File: src/idr_pkg.sv
/*
 * Shared constants for the device-identification responder: register
 * offsets, field positions, reset values, fixed identification words and
 * the phase enumeration.
 * Assumes a 32-bit AXI4-Lite register bus with byte addresses.
 */
`default_nettype none

package idr_pkg;

   // Register byte offsets
   localparam logic [7:0] OFS_DATA = 8'h00;
   localparam logic [7:0] OFS_ERROR_FLAGS = 8'h04;
   localparam logic [7:0] OFS_COMMAND_STATUS = 8'h08;
   localparam logic [7:0] OFS_DRIVE_SELECT = 8'h0c;
   localparam logic [7:0] OFS_COMMAND_CODE = 8'h10;
   localparam logic [7:0] OFS_GEOMETRY = 8'h14;
   localparam logic [7:0] OFS_BUFFER_CONFIG = 8'h18;

   // Command codes
   localparam logic [7:0] CMD_IDENTIFY = 8'hec;

   // Drive select fields
   localparam int DSEL_ONE_HI = 7;
   localparam int DSEL_ONE_LO = 5;
   localparam int DSEL_DEVICE = 4;

   // Status bit positions
   localparam int ST_BUSY = 7;
   localparam int ST_READY = 6;
   localparam int ST_FAULT = 5;
   localparam int ST_SEEK_DONE = 4;
   localparam int ST_DATA_REQ = 3;
   localparam int ST_CORRECTED = 2;
   localparam int ST_INDEX = 1;
   localparam int ST_ERROR = 0;

   // Error bit positions
   localparam int ER_ABORTED = 2;

   // Buffer config and geometry fields
   localparam int BC_MULTI_LO = 16;
   localparam int BC_DEVICE = 24;
   localparam int GEO_HEADS_LO = 16;

   // Reset values
   localparam logic [7:0] RST_STATUS = 8'h50;
   localparam logic [7:0] RST_ERROR = 8'h00;
   localparam logic [7:0] RST_DRIVE_SELECT = 8'ha0;

   // Fixed identification words
   localparam logic [15:0] ID_WORD0 = 16'h045a;
   localparam logic [15:0] ID_WORD2 = 16'hc837;
   localparam logic [15:0] ID_SECTORS = 16'h003f;
   localparam logic [15:0] ID_CTRL_TYPE = 16'h0003;
   localparam logic [15:0] ID_ECC_BYTES = 16'h0038;
   localparam logic [7:0] ID_WORD47_HI = 8'h80;
   localparam logic [15:0] ID_WORD48 = 16'h4000;

   // Word ranges inside the sector
   localparam int W_SERIAL = 10;
   localparam int W_FIRMWARE = 23;
   localparam int W_MODEL = 27;
   localparam int SERIAL_WORDS = 10;
   localparam int FIRMWARE_WORDS = 4;
   localparam int MODEL_WORDS = 20;
   localparam logic [7:0] LAST_WORD = 8'hff;

   // AXI responses
   localparam logic [1:0] RESP_OKAY = 2'b00;
   localparam logic [1:0] RESP_SLVERR = 2'b10;

   typedef enum logic [1:0] {
      IDR_IDLE,
      IDR_FETCH,
      IDR_XFER
   } idr_phase_t;

endpackage : idr_pkg

`default_nettype wire

File: src/idr_responder.sv
/*
 * Identify-device command responder with an AXI4-Lite register port.
 * Software writes drive select and the command code; the block answers the
 * identification command with one 256-word sector read through the data
 * register, and reports completion in status and error registers.
 * Assumes one clock, synchronous active-low reset and a well-behaved master.
 */
// The AXI4-Lite slave port and the register addresses were left to the implementer.
// Summary of operation
// - Code ECh requests identification
// - One data sector returned, no parameters
// - Only aborted bit meaningful in error
// - Completion clears busy, fault, corrected
// - Word 0 classifies fixed ATA device
// - Word 1 gives default cylinder count
// - Word 2 reports no spin-up, complete
// - Word 3 low byte holds heads
// - Word 6 fixed sectors per track
// - Words 10-19 ASCII serial number
// - Word 20 controller type constant
// - Word 21 buffer size, 512-byte units
// - Word 22 fixed ECC byte count
// - Words 23-26 ASCII firmware revision
// - Words 27-46 ASCII model string
// - Word 47 high 80h, low multiple limit
// - Word 48 reads 4000h, no trusted
`timescale 1ns/10ps
`default_nettype none

module idr_responder #(
   parameter int ADDR_W = 8,
   parameter logic [15:0] DEF_CYLINDERS = 16'h3fff,
   parameter logic [7:0] DEF_HEADS = 8'h10,
   parameter logic [15:0] DEF_BUFFER_SIZE = 16'h0100,
   parameter logic [7:0] DEF_MULTI_MAX = 8'h10,
   parameter logic DEF_DEVICE = 1'b0,
   parameter logic [8*2*idr_pkg::SERIAL_WORDS-1:0] SERIAL_NUMBER = "SN000000000000000001",
   parameter logic [8*2*idr_pkg::FIRMWARE_WORDS-1:0] FIRMWARE_REV = "REV00001",
   parameter logic [8*2*idr_pkg::MODEL_WORDS-1:0] MODEL_NUMBER = "GENERIC DISK DEVICE                     "
) (
   input wire logic clk,
   input wire logic resetn,
   input wire logic ce,
   input wire logic [ADDR_W-1:0] s_axi_awaddr,
   input wire logic [2:0] s_axi_awprot,
   input wire logic s_axi_awvalid,
   output logic s_axi_awready,
   input wire logic [31:0] s_axi_wdata,
   input wire logic [3:0] s_axi_wstrb,
   input wire logic s_axi_wvalid,
   output logic s_axi_wready,
   output logic [1:0] s_axi_bresp,
   output logic s_axi_bvalid,
   input wire logic s_axi_bready,
   input wire logic [ADDR_W-1:0] s_axi_araddr,
   input wire logic [2:0] s_axi_arprot,
   input wire logic s_axi_arvalid,
   output logic s_axi_arready,
   output logic [31:0] s_axi_rdata,
   output logic [1:0] s_axi_rresp,
   output logic s_axi_rvalid,
   input wire logic s_axi_rready,
   output logic data_request,
   output logic busy
);

   typedef struct packed {
      // Bus channel flags and captured write halves
      logic awready;
      logic wready;
      logic bvalid;
      logic [1:0] bresp;
      logic arready;
      logic rvalid;
      logic [31:0] rdata;
      logic [1:0] rresp;
      logic aw_held;
      logic [7:0] aw_addr;
      logic w_held;
      logic [31:0] w_data;
      logic [3:0] w_strb;

      // Software-visible registers
      logic [7:0] error_flags;
      logic [7:0] status;
      logic [7:0] drive_select;
      logic [15:0] cylinders;
      logic [7:0] heads;
      logic [15:0] buffer_size;
      logic [7:0] multi_max;
      logic device_id;

      // Command progress
      idr_pkg::idr_phase_t phase;
      logic [7:0] word_idx;
      logic data_request;
      logic busy;
   } idr_state_t;

   idr_state_t s;
   idr_state_t next_s;

   // Address decode shared by both channels
   // Unmapped offsets answer with an error response
   function automatic logic is_mapped(input logic [7:0] a);
      case (a)
         idr_pkg::OFS_DATA,
         idr_pkg::OFS_ERROR_FLAGS,
         idr_pkg::OFS_COMMAND_STATUS,
         idr_pkg::OFS_DRIVE_SELECT,
         idr_pkg::OFS_COMMAND_CODE,
         idr_pkg::OFS_GEOMETRY,
         idr_pkg::OFS_BUFFER_CONFIG: begin
            is_mapped = 1'b1;
         end
         default: begin
            is_mapped = 1'b0;
         end
      endcase
   endfunction : is_mapped

   // One 16-bit word of a string; first character lands in the upper byte
   // Shorter strings are zero-padded at the top by the caller
   function automatic logic [15:0] str_word(input logic [8*2*idr_pkg::MODEL_WORDS-1:0] str,
                                            input int nwords, input int k);
      int top;
      top = 16 * nwords - 1 - 16 * k;
      str_word = str[top -: 16];
   endfunction : str_word

   // Content of identification word idx
   function automatic logic [15:0] id_word(input logic [7:0] idx, input idr_state_t st);
      int i;
      i = int'(idx);
      // Words with no rule read as zero
      // Reserved words 4, 5 and 7 to 9 fall through
      id_word = 16'h0000;
      if (i == 0) begin
         id_word = idr_pkg::ID_WORD0;
      end else if (i == 1) begin
         id_word = st.cylinders;
      end else if (i == 2) begin
         id_word = idr_pkg::ID_WORD2;
      end else if (i == 3) begin
         id_word = {8'h00, st.heads};
      end else if (i == 6) begin
         id_word = idr_pkg::ID_SECTORS;
      end else if (i >= idr_pkg::W_SERIAL && i < idr_pkg::W_SERIAL + idr_pkg::SERIAL_WORDS) begin
         id_word = str_word({{(8*2*(idr_pkg::MODEL_WORDS-idr_pkg::SERIAL_WORDS)){1'b0}}, SERIAL_NUMBER},
                            idr_pkg::SERIAL_WORDS, i - idr_pkg::W_SERIAL);
      end else if (i == 20) begin
         id_word = idr_pkg::ID_CTRL_TYPE;
      end else if (i == 21) begin
         id_word = st.buffer_size;
      end else if (i == 22) begin
         id_word = idr_pkg::ID_ECC_BYTES;
      end else if (i >= idr_pkg::W_FIRMWARE && i < idr_pkg::W_FIRMWARE + idr_pkg::FIRMWARE_WORDS) begin
         id_word = str_word({{(8*2*(idr_pkg::MODEL_WORDS-idr_pkg::FIRMWARE_WORDS)){1'b0}}, FIRMWARE_REV},
                            idr_pkg::FIRMWARE_WORDS, i - idr_pkg::W_FIRMWARE);
      end else if (i >= idr_pkg::W_MODEL && i < idr_pkg::W_MODEL + idr_pkg::MODEL_WORDS) begin
         id_word = str_word(MODEL_NUMBER, idr_pkg::MODEL_WORDS, i - idr_pkg::W_MODEL);
      end else if (i == 47) begin
         id_word = {idr_pkg::ID_WORD47_HI, st.multi_max};
      end else if (i == 48) begin
         id_word = idr_pkg::ID_WORD48;
      end
   endfunction : id_word

   // Byte-lane merge for read-write registers
   function automatic logic [31:0] merge(input logic [31:0] old, input logic [31:0] d,
                                         input logic [3:0] strb);
      // Lanes with a clear strobe keep their old bytes
      merge = old;
      for (int b = 0; b < 4; b++) begin
         if (strb[b]) begin
            merge[8*b +: 8] = d[8*b +: 8];
         end
      end
   endfunction : merge

   always_comb begin
      logic [31:0] m;
      logic [7:0] ra;
      m = 32'h0000_0000;
      ra = 8'(s_axi_araddr);
      next_s = s;

      // A channel's ready drops on take and returns only after the response,
      // so a second write cannot overtake the first
      // Write address and data are taken independently
      if (s_axi_awvalid && s.awready) begin
         next_s.awready = 1'b0;
         next_s.aw_held = 1'b1;
         next_s.aw_addr = 8'(s_axi_awaddr);
      end
      if (s_axi_wvalid && s.wready) begin
         next_s.wready = 1'b0;
         next_s.w_held = 1'b1;
         next_s.w_data = s_axi_wdata;
         next_s.w_strb = s_axi_wstrb;
      end

      // Command progress
      unique case (s.phase)
         idr_pkg::IDR_IDLE: begin
         end
         idr_pkg::IDR_FETCH: begin
            // Busy stands for exactly one cycle before data request
            // sector ready for host
            next_s.phase = idr_pkg::IDR_XFER;
            next_s.status[idr_pkg::ST_BUSY] = 1'b0;
            next_s.status[idr_pkg::ST_DATA_REQ] = 1'b1;
            next_s.word_idx = 8'h00;
         end
         idr_pkg::IDR_XFER: begin
         end
      endcase

      // Register write once both halves are held
      // Writes while a command runs are answered but dropped,
      // so the sector cannot change under the host
      if (s.aw_held && s.w_held && !s.bvalid) begin
         next_s.aw_held = 1'b0;
         next_s.w_held = 1'b0;
         next_s.bvalid = 1'b1;
         next_s.bresp = is_mapped(s.aw_addr) ? idr_pkg::RESP_OKAY : idr_pkg::RESP_SLVERR;
         if (s.phase == idr_pkg::IDR_IDLE) begin
            if (s.aw_addr == idr_pkg::OFS_DRIVE_SELECT && s.w_strb[0]) begin
               next_s.drive_select = s.w_data[7:0];
            end
            // Geometry and buffer settings show at the next command
            if (s.aw_addr == idr_pkg::OFS_GEOMETRY) begin
               m = merge({8'h00, s.heads, s.cylinders}, s.w_data, s.w_strb);
               next_s.cylinders = m[15:0];
               next_s.heads = m[idr_pkg::GEO_HEADS_LO +: 8];
            end
            // Own device number sits in bit 24
            if (s.aw_addr == idr_pkg::OFS_BUFFER_CONFIG) begin
               m = merge({7'h00, s.device_id, s.multi_max, s.buffer_size}, s.w_data, s.w_strb);
               next_s.buffer_size = m[15:0];
               next_s.multi_max = m[idr_pkg::BC_MULTI_LO +: 8];
               next_s.device_id = m[idr_pkg::BC_DEVICE];
            end
            // A command for the other device is ignored entirely
            if (s.aw_addr == idr_pkg::OFS_COMMAND_CODE && s.w_strb[0] &&
                s.drive_select[idr_pkg::DSEL_DEVICE] == s.device_id) begin
               next_s.status[idr_pkg::ST_FAULT] = 1'b0;
               next_s.status[idr_pkg::ST_CORRECTED] = 1'b0;
               next_s.status[idr_pkg::ST_READY] = 1'b1;
               if (s.w_data[7:0] == idr_pkg::CMD_IDENTIFY) begin
                  // Fetch phase starts next cycle; the transfer opens one cycle later
                  next_s.phase = idr_pkg::IDR_FETCH;
                  next_s.status[idr_pkg::ST_BUSY] = 1'b1;
                  next_s.status[idr_pkg::ST_ERROR] = 1'b0;
                  next_s.error_flags = 8'h00;
               end else begin
                  // Ready stays set; no transfer follows
                  // only aborted bit reported
                  next_s.error_flags = 8'h00;
                  next_s.error_flags[idr_pkg::ER_ABORTED] = 1'b1;
                  next_s.status[idr_pkg::ST_ERROR] = 1'b1;
               end
            end
         end
      end
      // Response handshake reopens both write channels
      if (s.bvalid && s_axi_bready) begin
         next_s.bvalid = 1'b0;
         next_s.awready = 1'b1;
         next_s.wready = 1'b1;
      end

      // Register read
      // One read at a time; a data read during a transfer answers and advances the pointer
      if (s_axi_arvalid && s.arready) begin
         next_s.arready = 1'b0;
         next_s.rvalid = 1'b1;
         next_s.rresp = is_mapped(ra) ? idr_pkg::RESP_OKAY : idr_pkg::RESP_SLVERR;
         next_s.rdata = 32'h0000_0000;
         if (ra == idr_pkg::OFS_DATA && s.phase == idr_pkg::IDR_XFER) begin
            next_s.rdata = {16'h0000, id_word(s.word_idx, s)};
            next_s.word_idx = s.word_idx + 8'h01;
            if (s.word_idx == idr_pkg::LAST_WORD) begin
               next_s.phase = idr_pkg::IDR_IDLE;
               next_s.status[idr_pkg::ST_DATA_REQ] = 1'b0;
               next_s.status[idr_pkg::ST_BUSY] = 1'b0;
               next_s.status[idr_pkg::ST_FAULT] = 1'b0;
               next_s.status[idr_pkg::ST_CORRECTED] = 1'b0;
               next_s.status[idr_pkg::ST_READY] = 1'b1;
               next_s.status[idr_pkg::ST_ERROR] = 1'b0;
            end
         end else if (ra == idr_pkg::OFS_ERROR_FLAGS) begin
            // Only the aborted bit can be set
            next_s.rdata = {24'h000000, s.error_flags};
         end else if (ra == idr_pkg::OFS_COMMAND_STATUS) begin
            // Busy, ready, fault, data request and error
            next_s.rdata = {24'h000000, s.status};
         end else if (ra == idr_pkg::OFS_DRIVE_SELECT) begin
            next_s.rdata = {24'h000000, s.drive_select};
         end else if (ra == idr_pkg::OFS_GEOMETRY) begin
            // Heads above cylinders
            next_s.rdata = {8'h00, s.heads, s.cylinders};
         end else if (ra == idr_pkg::OFS_BUFFER_CONFIG) begin
            // Device number above limit and size
            next_s.rdata = {7'h00, s.device_id, s.multi_max, s.buffer_size};
         end
      end
      if (s.rvalid && s_axi_rready) begin
         next_s.rvalid = 1'b0;
         next_s.arready = 1'b1;
      end

      // Flag outputs follow status so both change in the same cycle
      next_s.data_request = next_s.status[idr_pkg::ST_DATA_REQ];
      next_s.busy = next_s.status[idr_pkg::ST_BUSY];
   end

   always_ff @(posedge clk) begin
      // Reset wins over the clock enable
      if (!resetn) begin
         s <= '0;
         s.awready <= 1'b1;
         s.wready <= 1'b1;
         s.arready <= 1'b1;
         s.status <= idr_pkg::RST_STATUS;
         s.error_flags <= idr_pkg::RST_ERROR;
         s.drive_select <= idr_pkg::RST_DRIVE_SELECT;
         s.cylinders <= DEF_CYLINDERS;
         s.heads <= DEF_HEADS;
         s.buffer_size <= DEF_BUFFER_SIZE;
         s.multi_max <= DEF_MULTI_MAX;
         s.device_id <= DEF_DEVICE;
         s.phase <= idr_pkg::IDR_IDLE;
      end else if (ce) begin
         s <= next_s;
      end
   end

   // Outputs come straight from the state flops
   assign s_axi_awready = s.awready;
   assign s_axi_wready = s.wready;
   assign s_axi_bvalid = s.bvalid;
   assign s_axi_bresp = s.bresp;
   assign s_axi_arready = s.arready;
   assign s_axi_rvalid = s.rvalid;
   assign s_axi_rdata = s.rdata;
   assign s_axi_rresp = s.rresp;
   assign data_request = s.data_request;
   assign busy = s.busy;

endmodule : idr_responder

`default_nettype wire

File: config.mk
export PLATFORM = sky130hd
export DESIGN_NAME = idr_responder
export DESIGN_NICKNAME = d
export VERILOG_FILES = /design/src/idr_pkg.sv /design/src/idr_responder.sv
export SDC_FILE = /design/constraint.sdc
export NUM_CORES = 1
export LEC_CHECK = 0
export ABC_AREA = 1
export BUFFER_PORTS_ARGS = -buffer_cell sky130_fd_sc_hd__buf_4
export CAP_MARGIN = 40
export CORE_MARGIN = 5
export CORE_UTILIZATION = 45
export DETAILED_ROUTE_END_ITERATION = 10
export PLACE_DENSITY = 0.7
export SYNTH_ARGS = -nofsm -noshare
export SYNTH_HDL_FRONTEND = slang
export SYNTH_SLANG_ARGS = --single-unit
File: constraint.sdc
create_clock -name clk -period 4.7 [get_ports clk]
set_input_delay 1.41 -clock clk [delete_from_list [all_inputs] [get_ports clk]]
set_output_delay 1.41 -clock clk [all_outputs]
set_load 0.02 [all_outputs]
==> results of run 1 <==
[worst max-delay path: stages (launching register included)]
cell     delay [ns]
dfxtp_1        0.52
ha_1           0.44
inv_2          0.04
nand2_1        0.07
nand2_2        0.17
ha_1           0.27
inv_1          0.07
nor2_1         0.04
nor2_1         0.08
buf_4          0.18
inv_2          0.09
nor3_1         0.29
nand3_1        0.15
nand2_1        0.09
nand2_1        0.06
nand2_1        0.06
nand2_1        0.04
nand2_1        0.06
nand2_1        0.05
nand2_1        0.09
nand2_1        0.06
nand2_1        0.06
nand2_1        0.07
a21oi_1        0.12
[cells by family after synthesis]
group	count (synthesis)	share of synthesized area [%]
and+or+nand+nor	454	24.3
AOI/OAI and AO/OA	358	23.7
buffers and inverters	235	12.8
DFF	145	35.1
adders and majority gates	15	2.27
xor gates and xnor gates	13	1.83
other	1	0.0454
[power by group through the flow]
stage / sequential (mW) / clock (mW) / combinational, mW
finish: 1.28 / 1.31 / 0.197
global route: 1.28 / 1.38 / 0.219
CTS: 1.28 / 1.33 / 0.198
detailed placement: 1.31 / 0 / 0.197
global placement: 1.31 / 0 / 0.189
floorplan: 1.31 / 0 / 0.127
[path summary, 6_finish.rpt]
kind,endpoint,slack [ns]
min reg2reg,s[71],0.44
max reg2reg,s_axi_rdata[1],1.44
min,s[71],0.44
max,s_axi_rdata[1],1.44
[cells in the final DEF (no fill, tap or decap), types with 7 or more instances in the layout]
cell type,count
o211ai_1,27
dfxtp_1,145
nand2_1,258
nor2_2,12
o21ai_0,125
nand3_1,54
xor2_1,7
clkbuf_16,17
a21oi_1,162
o21ai_1,10
buf_4,101
nand2_2,19
ha_1,15
inv_1,132
nor3_1,11
inv_2,13
nor2_1,69
conb_1,9
[sequential cells by signal, indices dropped and copies added, names as in the netlist]
signal,count
s_axi_arready,1
s_axi_rresp,1
s_axi_rvalid,1
s_axi_bresp,1
s_axi_awready,1
s,113
s_axi_bvalid,1
s_axi_wready,1
s_axi_rdata,25
[layout make-up]
cell class	count	share of cell area, %
multi-input cells	849	45.8
flip-flops and latches	145	30.6
repair buffers	104	8.62
inverters	149	5.92
clock buffers	20	4.60
well taps	229	3.02
clock inverters	12	1.42
[routing by layer]
| layer | vias up | part of all wire, % | GRT usage, % |
|---|---|---|---|
| met4 | 0 | 2.6 | 7.79 |
| li1 | 4084 | - | - |
| met1 | 3753 | 45 | 28.7 |
| met3 | 41 | 5.6 | 3.33 |
| met5 | - | 0 | 0 |
| met2 | 282 | 47 | 36.8 |
[per-stage QoR]
step                      util (%)  hold slack (ns)  cells  cell area [µm²]  total power [mW]
after floorplan                  -            0.399   1229             8290              1.43
after global placement        49.0            0.428   1471             8840              1.50
after detailed placement      49.4            0.434   1476             8910              1.50
after CTS                     52.6            0.445   1508             9480              2.81
after global routing          52.6            0.475   1508             9480              2.89
final                         52.6            0.444   1508             9480              2.79
==> run_results.csv, run 1 <==
group,metric,value,unit
logic_synthesis,synth_top_area_cell,"dfxtp_1",
placement,port_buffers,86,
sta,final.setup.tns,0,ns
power_and_ir_drop,intPower,2.12,mW
sta,finalCriticalPeriod,3.26,ns
power_and_ir_drop,seqPwrFrac,45.9,%
detailed_routing,drc,0,
power_and_ir_drop,p_sw,665,µW
die,core-area,0.0180,mm²
outcome,status,"finished clean",
critical_path,endpoint_kind,"flip-flop",
final_layout,drive_gt1_share,15.9,%
grt,grt_usage,21.9,%
power_and_ir_drop,swShare,23.9,%
logic_synthesis,synth.area.top_cells,"dfxtp_1 35%, nand2_1 12%, a21oi_1 9.8%",
critical_path,r2r_start,"s[3]",
logic_synthesis,ys.warnings.count,0,
cts,cts_buffers,17,
logic_synthesis,synth-edff-count,0,
logic_synthesis,yosysSeqAreaShare,35.1,%
sta,finalCritPeriodShare,69.4,%
detailed_routing,vias,8160,
placement,globalplace.congestion,0.928,
cts,cts-hold-fix-buffers,0,
logic_synthesis,synth_seq_cells,145,
sta,setup_violations,0,
cts,clkSlewWorstSetupHoldPaths,0.06,ns
sta,clock.fmax,307,MHz
grt,grt_pass1_wl,38.7,mm
logic_synthesis,synthTopCellsByCount,"258 x nand2_1, 162 x a21oi_1, 145 x dfxtp_1",
grt,antenna_found_initial,0,
power_and_ir_drop,p_leak,4.16,nW
critical_path,cp.required,5.05,ns
sta,maxSlewViolCount,0,
min_path,worstHoldStart,"s[71]",
power_and_ir_drop,power_density,294,mW/mm²
critical_path,critPathLaunchType,"flip-flop",
logic_synthesis,synthArstFlopShare,0,%
logic_synthesis,synth_top_area_share,35.1,%
cts,cts_buffer_depth,2,
sta,worst_slew_pin_slew,0.814,ns
critical_path,reg2reg_depth,23,
die,die_h,145,µm
flow_run,maxCapViolations,0,
grt,first_global_vias,7774,
power_and_ir_drop,share_clk_of_total_power,47.0,%
sta,rsz0062_at_grt,"no",
critical_path,crit_path_start,"s[3]",
sta,fin_ws,1.44,ns
grt,gr-total-overflow,0,
cts,post_cts_buffers,0,
grt,grt_max_degree,74,
placement,dpl_worst_slack,1.25,ns
die,num_rows,49,
power_and_ir_drop,p_comb_share,7.1,%
sta,skew,0.00974,ns
logic_synthesis,synth_most_common_cell,"nand2_1",
final_layout,fillerInstances,1833,
cts,cts_max_level,4,
logic_synthesis,syn_area_per_cell,6.77,µm²
cts,cts_tree,"done",
logic_synthesis,synthCells,1221,
cts,root_buffer,"clkbuf_16",
cts,clk_latency,0.43,ns
min_path,holdPathStages,2,
final_layout,syn_to_final_growth,14.8,%
die,start_util,45.8,%
power_and_ir_drop,ir_worst_vdd,0.000236,V
die,die_area,0.0212,mm²
logic_synthesis,netlist_area,0.00826,mm²
cts,cts-resized-gates,0,
detailed_routing,ant_nets,0,
die,die_w,145,µm
critical_path,critPathKind,"flip-flop to flip-flop",
final_layout,register_area,0.00290,mm²
critical_path,cp_max_fo,11,
sta,finalHoldViolations,0,
sta,slew_headroom,45.3,%
logic_synthesis,synth-main-ff-cell,"dfxtp_1",
critical_path,worstPathArrival,3.61,ns
min_path,min_path_type,"flip-flop to flip-flop",
detailed_routing,drt-total-wl,23.4,mm
placement,dp_hpwl,17.5,mm
detailed_routing,wl_per_cell,15.5,µm
final_layout,multiInputGateArea,0.00434,mm²
detailed_routing,drtIter0Drc,624,
final_layout,final_nets,1347,
detailed_routing,routed_via_density,5.41,
die,pin_count,109,
logic_synthesis,synth.distinct_cells,51,
final_layout,antennaDiodeCount,0,
detailed_routing,drtPass1Iterations,6,
cts,clock_sinks,145,
Note: power is estimated with default switching activity, not from simulation.
==> run 2, diff against run 1 <==
ABC_AREA = 0   (was 1)
PLACE_DENSITY = 0.69   (was 0.7)
clock period = 3.15 ns   (was 4.7 ns; I/O delays follow)
==> run_results.csv, run 2 <==
group,metric,value,unit
outcome,status,"finished clean",
sta,skew,0.0129,ns
logic_synthesis,synth.area.top_cells,"dfxtp_1 33%, nand2_1 7.9%, mux2i_1 5.6%",
detailed_routing,drc,0,
sta,clock.fmax,331,MHz
detailed_routing,routed_via_density,5.83,
logic_synthesis,synth-main-ff-cell,"dfxtp_1",
final_layout,final_cell_mix,"182 x nand2_1, 153 x buf_4, 145 x dfxtp_1, 61 x a21oi_1, 60 x a21boi_0",
placement,dp_hpwl,19.8,mm
die,die_w,149,µm
final_layout,antennaDiodeCount,0,
logic_synthesis,synth.distinct_cells,80,
logic_synthesis,synth_seq_cells,145,
power_and_ir_drop,p_leak,4.04,nW
die,core-area,0.0188,mm²
logic_synthesis,syn_area_per_cell,7.93,µm²
final_layout,final_util,54.4,%
logic_synthesis,synth_most_common_cell,"nand2_1",
sta,finalCritPeriodShare,95.9,%
logic_synthesis,synthArstFlopShare,0,%
critical_path,cp.required,3.52,ns
placement,dpl_worst_slack,-0.0530,ns
cts,clock_sinks,145,
detailed_routing,drtPass1Iterations,6,
logic_synthesis,ys.warnings.count,0,
logic_synthesis,synthCells,1095,
power_and_ir_drop,ir_worst_vdd,0.000333,V
detailed_routing,wl_per_cell,18.1,µm
placement,globalplace.congestion,0.981,
sta,rsz0062_at_grt,"no",
grt,first_global_vias,7646,
cts,cts_max_level,4,
detailed_routing,vias,8402,
detailed_routing,drtIter0Drc,606,
die,die_area,0.0222,mm²
logic_synthesis,synth_top_area_cell,"dfxtp_1",
final_layout,top_register,"s",
final_layout,drive_gt1_share,18.5,%
cts,root_buffer,"clkbuf_16",
sta,fin_ws,0.130,ns
die,pin_count,109,
min_path,min_path_type,"flip-flop to flip-flop",
sta,setup_violations,0,
logic_synthesis,netlist_area,0.00868,mm²
placement,port_buffers,86,
grt,antenna_found_initial,0,
cts,post_cts_buffers,0,
final_layout,stdcell_area,0.0102,mm²
cts,cts_tree,"done",
logic_synthesis,synth-edff-count,0,
detailed_routing,drt-total-wl,26.1,mm
sta,finalHoldViolations,0,
final_layout,fillerInstances,1818,
logic_synthesis,yosysSeqAreaShare,33.4,%
final_layout,syn_to_final_growth,17.9,%
die,start_util,46.1,%
sta,maxSlewViolCount,0,
logic_synthesis,synth_top_area_share,33.4,%
critical_path,worstPathArrival,3.39,ns
cts,cts_buffer_depth,2,
power_and_ir_drop,finalPower,4.19,mW
final_layout,largest_reg_flops,113,
cts,clk_latency,0.43,ns
placement,placed_cell_area,0.00963,mm²
flow_run,maxCapViolations,0,
sta,finalCriticalPeriod,3.02,ns
detailed_routing,ant_nets,0,
grt,grt_usage,23.1,%
cts,cts_buffers,17,
critical_path,critPathLaunchType,"flip-flop",
cts,clkSlewWorstSetupHoldPaths,0.07,ns
final_layout,mostFrequentLayoutCell,"nand2_1",
grt,grt_max_degree,77,
die,die_h,149,µm
critical_path,endpoint_kind,"flip-flop",
critical_path,cp_max_fo,13,
grt,gr-total-overflow,0,
sta,worst_slew_pin_slew,0.692,ns
grt,grt_pass1_wl,41.2,mm
final_layout,final_nets,1249,
critical_path,critPathKind,"flip-flop to flip-flop",
logic_synthesis,synthTopCellsByCount,"182 x nand2_1, 145 x dfxtp_1, 61 x a21oi_1",
die,num_rows,50,
sta,slew_headroom,53.8,%
power_and_ir_drop,power_density,409,mW/mm²
## run 2: cell count changes in the layout (fill, tap and decap cells not counted), moves of 17 or more
cell | before | now
a21boi_0 | 0 | 60
o211ai_1 | 27 | 7
buf_4 | 101 | 153
mux2i_1 | 0 | 49
inv_1 | 132 | 14
nand2_2 | 19 | 2
a21oi_1 | 162 | 61
o21ai_0 | 125 | 50
nor2b_1 | 0 | 39
nand2_1 | 258 | 182
## run 2: layout make-up
type,instances,area [µm²],share of cell area (%)
clock inverters,13,126,1.23
repair buffers,154,1170,11.4
well taps,260,325,3.18
inverters,15,56.3,0.550
clock buffers,19,443,4.33
multi-input cells,835,5220,51.0
flip-flops and latches,145,2900,28.3
## run 2: kinds of logic (layout without fill, tap and decap cells)
family | count (synthesis) | in the layout | synth area share, %
xor+xnor | 15 | 15 | 1.67
simple gates | 447 | 447 | 25.8
flops | 145 | 145 | 33.4
compound gates | 299 | 299 | 23.7
fa+ha+maj | 15 | 15 | 2.16
buf+inv | 123 | 201 | 7.35
other cells | 1 | 9 | 0.0432
mux | 50 | 50 | 5.78
## run 2: worst max-delay path, stage by stage, from the launching register on
cell and delay, ns:
dfxtp_1 0.36, ha_1 0.18, xor2_1 0.34, ha_2 0.29, inv_1 0.11, xnor3_1 0.39
buf_4 0.20, nor3_1 0.17, a31oi_1 0.08, o32ai_1 0.42, a22oi_1 0.15, nor3_1 0.15
o21a_1 0.13
## run 2: layer usage
| metal | wire [µm] | share of wire (%) | GRT usage (%) |
|---|---|---|---|
| met1 | 11400 | 44 | 30.9 |
| met2 | 12200 | 47 | 37.0 |
| met3 | 1590 | 6.1 | 4.10 |
| met4 | 901 | 3.5 | 9.20 |
| met5 | 0 | 0 | 0 |
## run 2: through the flow
stage	hold slack, ns	cells	setup TNS [ns]
6_report	0.448	1441	0
5_1_grt	0.461	1441	0
4_1_cts	0.449	1441	0
3_5_place_dp	0.431	1409	-0.0861
3_3_place_gp	0.429	1409	-0.0110
2_1_floorplan	0.411	1103	0
## run 2: worst paths after layout
kind,start,endpoint,slack [ns],depth (start not counted)
worst max-delay path,s[3],s_axi_rdata[10],0.13,12
worst min-delay path,s[75],s[75],0.45,1
worst max register to register,s[3],s_axi_rdata[10],0.13,12
worst min register to register,s[75],s[75],0.45,1
## run 2: report_power, final
group	total (mW)	switching, mW	internal (mW)
Sequential	1.92	0.0428	1.88
Combinational	0.321	0.174	0.148
Clock	1.94	0.822	1.12
## run 2: timing repair
action / in CTS / in global routing
endpoints found under the setup margin: 3 / 6
gates resized for setup: 2 / 7
hold buffers: 0 / 0
pin swaps: 1 / 1
==> run 3, diff against run 2 <==
clock period = 3.89 ns   (was 3.15 ns; I/O delays follow)
==> run_results.csv, run 3 (synthesis results as in run 2) <==
group,metric,value,unit
placement,dp_hpwl,19.2,mm
detailed_routing,vias,8248,
grt,grt_pass1_wl,41.0,mm
sta,fin_ws,0.332,ns
sta,finalCritPeriodShare,91.5,%
detailed_routing,drtPass1Iterations,5,
final_layout,top_register,"s",
die,pin_count,109,
sta,final.setup.tns,0,ns
cts,clk_latency,0.42,ns
cts,post_cts_buffers,0,
cts,clock_sinks,145,
flow_run,maxCapViolations,0,
placement,dpl_worst_slack,0.260,ns
die,die_w,149,µm
detailed_routing,routed_via_density,5.88,
critical_path,cp_max_fo,13,
cts,cts_tree,"done",
final_layout,final_cell_mix,"182 x nand2_1, 145 x dfxtp_1, 114 x buf_4, 61 x a21oi_1, 60 x a21boi_0",
final_layout,final_nets,1210,
sta,maxSlewViolCount,0,
detailed_routing,drt-total-wl,25.7,mm
cts,cts_max_level,4,
die,start_util,46.1,%
power_and_ir_drop,p_leak,3.86,nW
critical_path,cp.required,4.25,ns
sta,rsz0062_at_grt,"no",
grt,grt_usage,22.8,%
final_layout,largest_reg_flops,113,
final_layout,antennaDiodeCount,0,
final_layout,syn_to_final_growth,14.4,%
grt,first_global_vias,7553,
critical_path,critPathMaxStageDelay,0.53,ns
min_path,min_path_type,"flip-flop to flip-flop",
cts,cts-resized-gates,0,
detailed_routing,wl_per_cell,18.3,µm
sta,clock.fmax,281,MHz
cts,cts-hold-fix-buffers,0,
final_layout,mostFrequentLayoutCell,"nand2_1",
final_layout,drive_gt1_share,15.2,%
sta,skew,0.0137,ns
cts,root_buffer,"clkbuf_16",
critical_path,critPathKind,"flip-flop to flip-flop",
die,num_rows,50,
placement,placed_cell_area,0.00933,mm²
power_and_ir_drop,ir_worst_vdd,0.000301,V
detailed_routing,drtIter0Drc,708,
grt,gr-total-overflow,0,
sta,slew_headroom,43.1,%
power_and_ir_drop,power_density,349,mW/mm²
detailed_routing,ant_nets,0,
placement,port_buffers,86,
sta,finalHoldViolations,0,
detailed_routing,drc,0,
cts,cts_buffer_depth,2,
outcome,status,"finished clean",
critical_path,crit_chain,"inv_1, ha_1, a21oi_2, xnor2_1, ha_1, inv_1, buf_4, xnor3_1, buf_4, nor3_1, a31oi_1, o32ai_1, a22oi_1, nor3_1, o21a_1",
placement,globalplace.congestion,0.999,
die,die_area,0.0222,mm²
grt,antenna_found_initial,0,
critical_path,cpMaxStageDelayCell,"dfxtp_1",
die,die_h,149,µm
critical_path,worstPathArrival,3.92,ns
sta,setup_violations,0,
critical_path,endpoint_kind,"flip-flop",
final_layout,stdcell_area,0.00993,mm²
cts,clkSlewWorstSetupHoldPaths,0.06,ns
critical_path,critPathLaunchType,"flip-flop",
grt,grt_max_degree,71,
cts,cts_buffers,17,
sta,finalCriticalPeriod,3.56,ns
sta,worst_slew_pin_slew,0.851,ns
power_and_ir_drop,finalPower,3.46,mW
die,core-area,0.0188,mm²
run 3: critical path: cells and delay by family, from the launching register on:
family          cells  cell delay, ns
compound gates      5            1.08
xor+xnor            2            0.53
fa+ha+maj           2            0.48
buf+inv             4            0.53
flops               1            0.53
simple gates        2            0.36
run 3: worst paths after layout:
| path | start | slack (ns) | endpoint | cells past startpoint |
|---|---|---|---|---|
| setup / recovery | s[4] | 0.33 | s_axi_rdata[10] | 15 |
| hold / removal | s[75] | 0.46 | s[75] | 1 |
| setup reg to reg | s[4] | 0.33 | s_axi_rdata[10] | 15 |
| hold reg to reg | s[75] | 0.46 | s[75] | 1 |
run 3: layout make-up:
type | instances | area [µm²]
repair buffers | 115 | 871
well taps | 260 | 325
inverters | 15 | 56.3
flip-flops and latches | 145 | 2900
clock inverters | 15 | 171
multi-input cells | 835 | 5180
clock buffers | 17 | 425
fillers | 1814 | 8900
run 3: per-stage QoR:
stage / util, % / hold WS (ns) / cells
after detailed placement: 49.6 / 0.432 / 1370
final: 52.7 / 0.460 / 1402
after CTS: 52.7 / 0.452 / 1402
after global placement: 49.5 / 0.432 / 1369
after floorplan: - / 0.411 / 1103
after global routing: 52.7 / 0.490 / 1402
run 3: per-layer routing:
metal | global-route usage (%) | up-vias | routed length (µm)
met3 | 3.43 | 43 | 1630
met5 | 0 | - | 0
met1 | 30.8 | 3913 | 11300
li1 | - | 3970 | -
met2 | 37.0 | 322 | 12000
met4 | 8.38 | 0 | 793
run 3: power breakdown:
part / leakage (nW) / switching (mW) / internal [mW]
sequential: 1.18 / 0.0348 / 1.52
combinational: 2.40 / 0.139 / 0.117
clock: 0.289 / 0.684 / 0.963
total: 3.86 / 0.858 / 2.60
